==> src/include/gio_regs.svh <==
/*
  Constants for the general purpose I/O port block: widths, masks,
  field positions, reset values and fixed pin positions.
  Assumes it is included once per compilation unit by bare name.
*/
`ifndef GIO_REGS_SVH
`define GIO_REGS_SVH

// ----------------------------------------------------------------
// Port geometry
// ----------------------------------------------------------------
`define GIO_PORTS        3
`define GIO_PINS         21
`define GIO_PORT_MASKS   24'h1F_FFFF
`define GIO_LED_PINS     21'h0_0300
`define GIO_AUDIO_PINS   21'h0_003C

// ----------------------------------------------------------------
// Port interrupt control fields
// ----------------------------------------------------------------
`define GIO_CTL_EDGE_P0  0
`define GIO_CTL_EDGE_P1  1
`define GIO_CTL_EDGE_P2  2
`define GIO_CTL_P0_LOW   3
`define GIO_CTL_P0_HIGH  4
`define GIO_CTL_P2_EN    5

// ----------------------------------------------------------------
// Reset values
// ----------------------------------------------------------------
`define GIO_RST_BYTE     8'h00
`define GIO_RST_CTL      6'h00
`define GIO_RST_PINS     21'h0_0000

// ----------------------------------------------------------------
// Mode codes, fixed pins and synchroniser warm-up count
// ----------------------------------------------------------------
`define GIO_SLEEP_ACTIVE 2'h0
`define GIO_PM_ACTIVE    2'h0
`define GIO_DMA0_PIN     1
`define GIO_DMA1_PIN     11
`define GIO_WARM_DONE    2'h3

`endif

==> src/include/gio_pkg.sv <==
/*
  Types shared by the I/O port block: register targets and the
  register access request carrier.
  Assumes nothing beyond a SystemVerilog compiler.
*/
package gio_pkg;

  typedef enum logic [2:0] {
    GIO_T_DATA,
    GIO_T_SEL,
    GIO_T_DIR,
    GIO_T_INP,
    GIO_T_IEN,
    GIO_T_CTL,
    GIO_T_FLAG
  } gio_target_t;

  typedef struct packed {
    logic        valid;
    logic        write;
    logic        rmw;
    logic        bit_op;
    gio_target_t target;
    logic [1:0]  port;
    logic [2:0]  bit_idx;
    logic [7:0]  wdata;
  } gio_sfr_req_t;

endpackage : gio_pkg

==> src/rtl/gio_edge_sync.sv <==
/*
  Two-stage synchroniser with edge detect for a group of pins.
  Assumes raw pins are asynchronous levels; edges are held off
  until the pipeline has filled after reset.
*/
`timescale 1ns/10ps
`include "gio_regs.svh"

module gio_edge_sync #(
  parameter int WIDTH = 8
) (
  // Clock and reset
  input  wire logic             clock,
  input  wire logic             rst_n,
  // Pins and results
  input  wire logic [WIDTH-1:0] raw,
  output logic      [WIDTH-1:0] level,
  output logic      [WIDTH-1:0] rise,
  output logic      [WIDTH-1:0] fall
);

  logic [WIDTH-1:0] meta;
  logic [WIDTH-1:0] sync;
  logic [WIDTH-1:0] prev;
  logic [1:0]       warm;
  wire              armed = (warm == `GIO_WARM_DONE);

  always_ff @(posedge clock or negedge rst_n) begin
    if (!rst_n) begin
      meta <= '0;
      sync <= '0;
      prev <= '0;
      warm <= 2'h0;
    end else begin
      meta <= raw;
      sync <= meta;
      prev <= sync;
      if (!armed) begin
        warm <= warm + 2'h1;
      end
    end
  end

  assign level = sync;
  assign rise  = armed ? (sync & ~prev) : '0;
  assign fall  = armed ? (~sync & prev) : '0;

endmodule : gio_edge_sync

==> src/rtl/gio_ports.sv <==
/*
  Three-port general purpose I/O block with edge interrupts and two
  pin-driven DMA triggers.
  Assumes register access arrives as one request per cycle on
  sfr_req, and that pads resolve pin_out/pin_oe and the pull enables.
*/
// Notes on behaviour
// - Two 8-bit ports and one 5-bit port
// - Port registers byte and bit addressable
// - Per-pin function select, reset to GPIO
// - Audio serial enable overrides function select
// - Direction bit, 1 means output, reset input
// - Normal port read returns pin levels
// - Bit read-modify-write uses latch value
// - Pull-up default, input mode 1 disables
// - LED pins have no pull
// - Low power keeps pin mode and value
// - Any enabled pin interrupt can wake chip
// - Programmable rising or falling edge per port
// - One CPU interrupt enable per port
// - Port one has per-bit enables
// - Port zero nibble enables, port two common
// - Status flag sets regardless of enable
// - CPU flag needs a covering enable set
// - Port interrupts blocked unless sleep mode 00
// - DMA trigger zero on port zero bit one rise
// - DMA trigger one on port one bit three fall
`timescale 1ns/10ps
`include "gio_regs.svh"

module gio_ports (
  // Clock and reset
  input  wire logic                 clock,
  input  wire logic                 rstn,
  // Register access
  input  wire gio_pkg::gio_sfr_req_t sfr_req,
  output logic [7:0]                sfr_rdata,
  output logic                      sfr_rvalid,
  // Pads
  input  wire logic [20:0]          pin_in,
  output logic      [20:0]          pin_out,
  output logic      [20:0]          pin_oe,
  output logic      [20:0]          pin_pull_up,
  output logic      [20:0]          pin_pull_down,
  // Peripheral and audio serial pin drive
  input  wire logic [20:0]          periph_out,
  input  wire logic [20:0]          periph_oe,
  input  wire logic                 audio_serial_enable,
  input  wire logic [20:0]          audio_out,
  input  wire logic [20:0]          audio_oe,
  // Pull direction per port, 1 selects pull-down
  input  wire logic [2:0]           pull_down_select,
  // Power state
  input  wire logic [1:0]           sleep_mode,
  input  wire logic [1:0]           power_mode,
  // CPU interrupt side
  input  wire logic [2:0]           cpu_int_enable,
  input  wire logic [2:0]           cpu_flag_clear,
  output logic      [2:0]           cpu_int_flags,
  output logic      [2:0]           port_irq,
  output logic                      wake_request,
  // DMA triggers
  output logic                      dma_trigger_zero,
  output logic                      dma_trigger_one
);

  // ----------------------------------------------------------------
  // Reset release
  // ----------------------------------------------------------------
  logic rst_meta;
  logic rst_n;

  always_ff @(posedge clock or negedge rstn) begin
    if (!rstn) begin
      rst_meta <= 1'h0;
      rst_n    <= 1'h0;
    end else begin
      rst_meta <= 1'h1;
      rst_n    <= rst_meta;
    end
  end

  // ----------------------------------------------------------------
  // Helpers
  // ----------------------------------------------------------------
  function automatic logic [7:0] pick(input logic [2:0][7:0] arr,
                                      input logic [1:0]      idx);
    logic [7:0] res;
    res = 8'h00;
    unique case (idx)
      2'h0:    res = arr[0];
      2'h1:    res = arr[1];
      2'h2:    res = arr[2];
      default: res = 8'h00;
    endcase
    return res;
  endfunction : pick

  function automatic logic [20:0] flat(input logic [2:0][7:0] arr);
    return {arr[2][4:0], arr[1], arr[0]};
  endfunction : flat

  function automatic logic [2:0][7:0] unflat(input logic [20:0] v);
    return {3'h0, v[20:16], v[15:8], v[7:0]};
  endfunction : unflat

  // ----------------------------------------------------------------
  // Registers
  // ----------------------------------------------------------------
  logic [2:0][7:0] port_latch;
  logic [2:0][7:0] pin_function_select;
  logic [2:0][7:0] pin_direction;
  logic [2:0][7:0] pin_input_mode;
  logic [2:0][7:0] port_int_flags;
  logic [7:0]      port_one_bit_int_enables;
  logic [5:0]      port_interrupt_control;

  wire [2:0][7:0] port_mask = `GIO_PORT_MASKS;

  // ----------------------------------------------------------------
  // Pin synchronisers
  // ----------------------------------------------------------------
  logic [20:0] pin_level;
  logic [20:0] pin_rise;
  logic [20:0] pin_fall;

  gio_edge_sync #(.WIDTH(`GIO_PINS)) u_sync (
    .clock (clock),
    .rst_n (rst_n),
    .raw   (pin_in),
    .level (pin_level),
    .rise  (pin_rise),
    .fall  (pin_fall)
  );

  // ----------------------------------------------------------------
  // Access decode
  // ----------------------------------------------------------------
  gio_pkg::gio_target_t tgt;
  assign tgt = sfr_req.target;

  wire       wr_go    = sfr_req.valid & sfr_req.write;
  wire       rd_go    = sfr_req.valid & ~sfr_req.write;
  wire [7:0] bit_mask = 8'h01 << sfr_req.bit_idx;
  wire [1:0] pidx     = sfr_req.port;

  wire [7:0] sel_latch = pick(port_latch, pidx);
  wire [7:0] sel_func  = pick(pin_function_select, pidx);
  wire [7:0] sel_dir   = pick(pin_direction, pidx);
  wire [7:0] sel_inp   = pick(pin_input_mode, pidx);
  wire [7:0] sel_flag  = pick(port_int_flags, pidx);
  wire [7:0] sel_pins  = pick(unflat(pin_level), pidx);

  wire [7:0] old_byte =
    (tgt == gio_pkg::GIO_T_DATA) ? sel_latch :
    (tgt == gio_pkg::GIO_T_SEL)  ? sel_func  :
    (tgt == gio_pkg::GIO_T_DIR)  ? sel_dir   :
    (tgt == gio_pkg::GIO_T_INP)  ? sel_inp   :
    (tgt == gio_pkg::GIO_T_FLAG) ? sel_flag  :
    (tgt == gio_pkg::GIO_T_IEN)  ? port_one_bit_int_enables :
    {2'h0, port_interrupt_control};

  wire [7:0] bit_val = sfr_req.wdata[0] ? bit_mask : 8'h00;
  wire [7:0] merged  = sfr_req.bit_op ?
                       ((old_byte & ~bit_mask) | bit_val) :
                       sfr_req.wdata;

  wire latch_read = sfr_req.rmw & sfr_req.bit_op;
  wire [7:0] rd_byte =
    ((tgt == gio_pkg::GIO_T_DATA) && !latch_read) ?
    sel_pins : old_byte;

  wire [7:0] next_rdata = sfr_req.bit_op ?
                          {7'h00, rd_byte[sfr_req.bit_idx]} : rd_byte;

  always_ff @(posedge clock or negedge rst_n) begin
    if (!rst_n) begin
      sfr_rdata  <= `GIO_RST_BYTE;
      sfr_rvalid <= 1'h0;
    end else begin
      sfr_rvalid <= rd_go;
      if (rd_go) begin
        sfr_rdata <= next_rdata;
      end
    end
  end

  // ----------------------------------------------------------------
  // Interrupt events
  // ----------------------------------------------------------------
  wire [20:0] func_f  = flat(pin_function_select);
  wire [20:0] dir_f   = flat(pin_direction);
  wire [20:0] latch_f = flat(port_latch);
  wire [20:0] inp_f   = flat(pin_input_mode);
  wire [20:0] flag_f  = flat(port_int_flags);
  wire [20:0] gpio_in = ~func_f & ~dir_f;

  wire [20:0] falling_sel = {
    {5{port_interrupt_control[`GIO_CTL_EDGE_P2]}},
    {8{port_interrupt_control[`GIO_CTL_EDGE_P1]}},
    {8{port_interrupt_control[`GIO_CTL_EDGE_P0]}}
  };

  wire [20:0] pin_event = gpio_in &
    ((falling_sel & pin_fall) | (~falling_sel & pin_rise));

  wire [2:0][7:0] flag_set = unflat(pin_event);

  wire [20:0] en_cover = {
    {5{port_interrupt_control[`GIO_CTL_P2_EN]}},
    port_one_bit_int_enables,
    {4{port_interrupt_control[`GIO_CTL_P0_HIGH]}},
    {4{port_interrupt_control[`GIO_CTL_P0_LOW]}}
  };

  wire [20:0] pend_f  = flag_f & en_cover;
  wire [2:0]  pending = {|pend_f[20:16], |pend_f[15:8], |pend_f[7:0]};
  wire        awake   = (sleep_mode == `GIO_SLEEP_ACTIVE);
  wire [2:0]  cpu_set = pending & {3{awake}};

  // Level driven: a CPU flag cleared while its module flag is
  // still pending comes straight back while sleep mode is 00.
  wire [2:0] next_cpu_flags = cpu_set |
                              (cpu_int_flags & ~cpu_flag_clear);

  // ----------------------------------------------------------------
  // Register writes
  // ----------------------------------------------------------------
  genvar gp;
  generate
    for (gp = 0; gp < `GIO_PORTS; gp++) begin : g_port
      wire hit = wr_go & (pidx == 2'(gp));
      wire [7:0] wv = merged & port_mask[gp];

      always_ff @(posedge clock or negedge rst_n) begin
        if (!rst_n) begin
          port_latch[gp]          <= `GIO_RST_BYTE;
          pin_function_select[gp] <= `GIO_RST_BYTE;
          pin_direction[gp]       <= `GIO_RST_BYTE;
          pin_input_mode[gp]      <= `GIO_RST_BYTE;
        end else if (hit) begin
          if (tgt == gio_pkg::GIO_T_DATA) begin
            port_latch[gp] <= wv;
          end
          if (tgt == gio_pkg::GIO_T_SEL) begin
            pin_function_select[gp] <= wv;
          end
          if (tgt == gio_pkg::GIO_T_DIR) begin
            pin_direction[gp] <= wv;
          end
          if (tgt == gio_pkg::GIO_T_INP) begin
            pin_input_mode[gp] <= wv;
          end
        end
      end

      // Hardware set wins over a software clear in the same cycle
      wire       flag_hit  = hit & (tgt == gio_pkg::GIO_T_FLAG);
      wire [7:0] flag_keep = flag_hit ? (port_int_flags[gp] & wv) :
                                        port_int_flags[gp];

      always_ff @(posedge clock or negedge rst_n) begin
        if (!rst_n) begin
          port_int_flags[gp] <= `GIO_RST_BYTE;
        end else begin
          port_int_flags[gp] <= (flag_keep | flag_set[gp]) &
                                port_mask[gp];
        end
      end
    end
  endgenerate

  always_ff @(posedge clock or negedge rst_n) begin
    if (!rst_n) begin
      port_one_bit_int_enables <= `GIO_RST_BYTE;
      port_interrupt_control   <= `GIO_RST_CTL;
    end else if (wr_go) begin
      if (tgt == gio_pkg::GIO_T_IEN) begin
        port_one_bit_int_enables <= merged;
      end
      if (tgt == gio_pkg::GIO_T_CTL) begin
        port_interrupt_control <= merged[5:0];
      end
    end
  end

  // ----------------------------------------------------------------
  // Pad drive
  // ----------------------------------------------------------------
  wire [20:0] audio_own = {21{audio_serial_enable}} & `GIO_AUDIO_PINS;
  wire [20:0] gpio_own  = ~audio_own & ~func_f;
  wire [20:0] per_own   = ~audio_own & func_f;

  wire [20:0] next_out = (audio_own & audio_out) |
                         (per_own & periph_out) |
                         (gpio_own & latch_f);
  wire [20:0] next_oe  = (audio_own & audio_oe) |
                         (per_own & periph_oe) |
                         (gpio_own & dir_f);

  wire [20:0] pd_sel = {
    {5{pull_down_select[2]}},
    {8{pull_down_select[1]}},
    {8{pull_down_select[0]}}
  };
  wire [20:0] pull_en = ~next_oe & ~inp_f & ~`GIO_LED_PINS;

  wire run_mode = (power_mode == `GIO_PM_ACTIVE);

  // Outputs freeze while any low-power mode is in force
  always_ff @(posedge clock or negedge rst_n) begin
    if (!rst_n) begin
      pin_out       <= `GIO_RST_PINS;
      pin_oe        <= `GIO_RST_PINS;
      pin_pull_up   <= `GIO_RST_PINS;
      pin_pull_down <= `GIO_RST_PINS;
    end else if (run_mode) begin
      pin_out       <= next_out;
      pin_oe        <= next_oe;
      pin_pull_up   <= pull_en & ~pd_sel;
      pin_pull_down <= pull_en & pd_sel;
    end
  end

  // ----------------------------------------------------------------
  // CPU interrupt, wake and DMA outputs
  // ----------------------------------------------------------------
  wire next_wake = |(pin_event & en_cover);
  wire next_dma0 = pin_rise[`GIO_DMA0_PIN] &
                   gpio_in[`GIO_DMA0_PIN];
  wire next_dma1 = pin_fall[`GIO_DMA1_PIN] &
                   gpio_in[`GIO_DMA1_PIN];

  always_ff @(posedge clock or negedge rst_n) begin
    if (!rst_n) begin
      cpu_int_flags    <= 3'h0;
      port_irq         <= 3'h0;
      wake_request     <= 1'h0;
      dma_trigger_zero <= 1'h0;
      dma_trigger_one  <= 1'h0;
    end else begin
      cpu_int_flags    <= next_cpu_flags;
      port_irq         <= next_cpu_flags & cpu_int_enable;
      wake_request     <= next_wake;
      dma_trigger_zero <= next_dma0;
      dma_trigger_one  <= next_dma1;
    end
  end

endmodule : gio_ports

==> config.mk <==
export PLATFORM = sky130hd
export DESIGN_NAME = gio_ports
export DESIGN_NICKNAME = d
export VERILOG_FILES = /design/src/include/gio_pkg.sv /design/src/rtl/gio_edge_sync.sv /design/src/rtl/gio_ports.sv
export VERILOG_INCLUDE_DIRS = /design/src /design/src/include
export SDC_FILE = /design/constraint.sdc
export NUM_CORES = 1
export LEC_CHECK = 0
export ABC_AREA = 1
export BUFFER_PORTS_ARGS = -buffer_cell sky130_fd_sc_hd__buf_2
export CAP_MARGIN = 20
export CORE_ASPECT_RATIO = 0.75
export CORE_MARGIN = 5
export CORE_UTILIZATION = 45
export CTS_CLUSTER_DIAMETER = 80
export CTS_CLUSTER_SIZE = 30
export DETAILED_ROUTE_END_ITERATION = 6
export GPL_TIMING_DRIVEN = 0
export MAX_ROUTING_LAYER = met4
export PLACE_DENSITY_LB_ADDON = 0.1
export SLEW_MARGIN = 10
export SYNTH_ARGS = -nofsm -noshare
export SYNTH_HDL_FRONTEND = slang
export SYNTH_SLANG_ARGS = --single-unit
==> constraint.sdc <==
create_clock -name clock -period 12.4 [get_ports clock]
set_input_delay 1.24 -clock clock [delete_from_list [all_inputs] [get_ports clock]]
set_output_delay 1.24 -clock clock [all_outputs]
set_load 0.05 [all_outputs]
==> flow_summary.toml <==
[pwr]
p_switching_uw = 967.7
pwr-share-clk = 0.238
peakVddDrop_mv = 0.1196
p_seq_frac = 0.468
swShare = 0.3986
p_int_uw = 1460
p_per_area_mw_per_mm2 = 163.6
leakage_uw = 0.007183
comb_power_share = 0.294

[yosys]
synthFlopType = "dfrtp_1"
synth_area_leaders = "dfrtp_1 56%, nand2_1 13%, o21ai_0 7.2%, inv_1 3.5%, nand3_1 2.7%"
postSynth.asyncResetShare = 1.000
synth_area_per_cell_sq_um = 8.748
syn_inst = 1454
ys_types = 53
yosysSeqAreaShare = 0.5587
yosys_warnings = 0
synth-seq-cells = 284
syn-cell-area_sq_mm = 0.01272
synth_edf_count = 0
yosys.area.top_type_share = 0.5587
synth_top_cell_by_area = "dfrtp_1"

[global_routing]
grt_start_max_net_pins = 63
grt_pass1_wl_um = 69000
antenna_found_initial = 0
grt_pass1_vias = 10990
gr-usage-all-layers = 0.2972
gr-total-overflow = 0

[placement]
gp_congestion = 0.9773
dp_hpwl_um = 36390
io_buffers = 202

[finish]
syn_to_final_growth_pct = 16.65
nets = 1823
antenna-diode-count = 0
drive_gt1_frac = 0.1968
fillers = 2693
final_util = 0.5315
multiInputGateArea_sq_mm = 0.004768
seq_area_sq_mm = 0.007111

[detailed_routing]
wl_per_cell_um = 22.41
drt_first_pass_iters = 6
drt-total-wl_um = 46430
drcViolationCount = 0
vias = 11410
ant_nets = 0
drt_iter0_markers = 1328
vias_per_cell = 5.509

[critical_path]
start_kind = "primary input"
crit_top_cell = "clkbuf_1"
worstPathCellList = "buf_2 -> nor2_1 -> inv_1 -> clkbuf_1 -> clkbuf_1 -> buf_1 -> nand2_1 -> o21ai_0"
crit_required_ps = 12770
end_kind = "flop"
cp_max_fo = 10
critPathMaxStageDelay_ps = 710
arrival_ps = 3450
crit_slowest_cell = "nor2_1"
critPathKind = "primary input to flop"

[cts]
post_cts_buffers = 0
clkSinkCount = 284
insertion_delay_ps = 530
cts_tree = "built"
cts_resized = 0
cts_hold_buf = 0
clockBufferDepth = 3
cts_max_level = 1
clk_pin_slew_worst_paths_ps = 110
cts-buffers-inserted = 15
root_buffer = "clkbuf_16"

[die]
die_w_um = 204.1
die_h_um = 155.6
core_region_area_sq_mm = 0.02792
die_area_sq_mm = 0.03176
pin_count = 243
start_util = 0.4556
num_rows = 53

[timing]
layout_min_cycle_time_ps = 3077
relSlewSlack = 0.3701
holdWs_ps = 200.7
finalCritPeriodShare = 0.2482
max_slew.worst_pin.slew_ps = 941.4
max_freq_mhz = 325.0
setup_viol = 0
fin_skew_ps = 27.79
hold_viol = 0
finalMaxSlewViolations = 0
tns_ps = 0
rsz0062_at_grt = "no"

[worst_hold_path]
hold_class = "flop to async pin"

[run]
maxCapViolCount = 0

[status]
status = "completed"
synth_stat cells (12+ instances only):
| cell | n |
|---|---|
| o21ai_1 | 47 |
| nand3_1 | 68 |
| dfrtp_1 | 284 |
| o21ai_0 | 184 |
| o21ai_2 | 30 |
| o22ai_1 | 12 |
| nor3_1 | 13 |
| o221ai_1 | 14 |
| nand4_1 | 14 |
| clkbuf_1 | 20 |
| a21oi_1 | 19 |
| nor2_1 | 77 |
| nand2_1 | 424 |
| buf_6 | 12 |
| inv_1 | 118 |
state kept, by name, indices dropped and copies added (netlist names), 2 cells and up:
register,flops
port_one_bit_int_enables,8
port_irq,3
u_sync.level,21
pin_out,21
pin_oe,21
u_sync.prev,21
pin_pull_up,19
flag_f,21
cpu_int_flags,3
u_sync.warm,2
sfr_rdata,8
inp_f,21
dir_f,21
func_f,21
latch_f,21
u_sync.meta,21
pin_pull_down,19
port_interrupt_control,6
metrics by stage:
step           area [sq um]  total power, uW  worst slack [ps]  std cells
4_1_cts               14840             2430              9321       2072
3_5_place_dp          14370             1859              8784       2049
2_1_floorplan         12730             1598              3899       1457
3_3_place_gp          14220             1847             456.7       2044
6_report              14840             2428              9323       2072
5_1_grt               14840             2533              9084       2072
worst paths after layout:
| path | from | end | slack, ps | cells after the start |
|---|---|---|---|---|
| min in group clock | u_sync.meta[2]$_DFF_PN0_ | u_sync.level[2]$_DFF_PN0_ | 340 | 0 |
| worst min register to register | rst_n$_DFF_PN0_ | pin_oe[19]$_DFFE_PN0N_ | 200 | 0 |
| worst min-delay path | rst_n$_DFF_PN0_ | pin_oe[19]$_DFFE_PN0N_ | 200 | 0 |
| worst max register to register | u_sync.warm[0]$_DFFE_PN0P_ | wake_request$_DFF_PN0_ | 9430 | 8 |
| worst max-delay path | power_mode[1] | pin_oe[15]$_DFFE_PN0N_ | 9320 | 8 |
| max in group asynchronous | rst_n$_DFF_PN0_ | u_sync.level[12]$_DFF_PN0_ | 11250 | 2 |
cell type report:
class	count	area share
buffer	56	0.02336
clock buffer	15	0.02530
clock inverter	8	0.006577
inverter	133	0.03432
multi-input combinational	984	0.3214
sequential	284	0.4792
tap	385	0.03246
timing repair buffer	207	0.07741
worst max-delay path, delay by kind of cell:
kind	cells	cell delay, ps
AO/OA/AOI/OAI	1	80
buffers and inverters	5	1260
AND/OR/NAND/NOR	2	850
routing by layer:
layer  wire length (um)  vias up  global-route usage
met2              18940      552              0.4018
met1              22070     5539              0.4679
met3               4646       52             0.06484
li1                   -     5271                   -
met4                775        0             0.04496
met5                  0        -                   -
cells in the final DEF, fill, tap and decap left out, types with 14 or more instances in the layout:
cell type and instances:
inv_1 118, o221ai_1 14, nand4_1 14, o21ai_2 30, a21oi_1 19, buf_2 212, clkbuf_1 20, o21ai_1 47
clkbuf_16 15, nand2_1 424, nor2_1 77, o21ai_0 184, nand3_1 68, dfrtp_1 283
kinds of logic after synthesis:
group                    synth area share
AO/OA/AOI/OAI                      0.1667
XOR/XNOR                        0.0006887
adder cells (fa/ha/maj)         0.0009835
buffers and inverters             0.06728
flip-flops                         0.5587
other                           0.0005904
AND/OR/NAND/NOR                    0.2050
power groups by stage:
stage / Clock, uW / Sequential (uW) / Combinational, uW
floorplan: 0 / 1340 / 261
global placement: 0 / 1170 / 680
detailed placement: 0 / 1150 / 708
CTS: 587 / 1130 / 710
global route: 620 / 1150 / 763
finish: 578 / 1140 / 713
No activity file was read; power rests on OpenSTA's default activity.
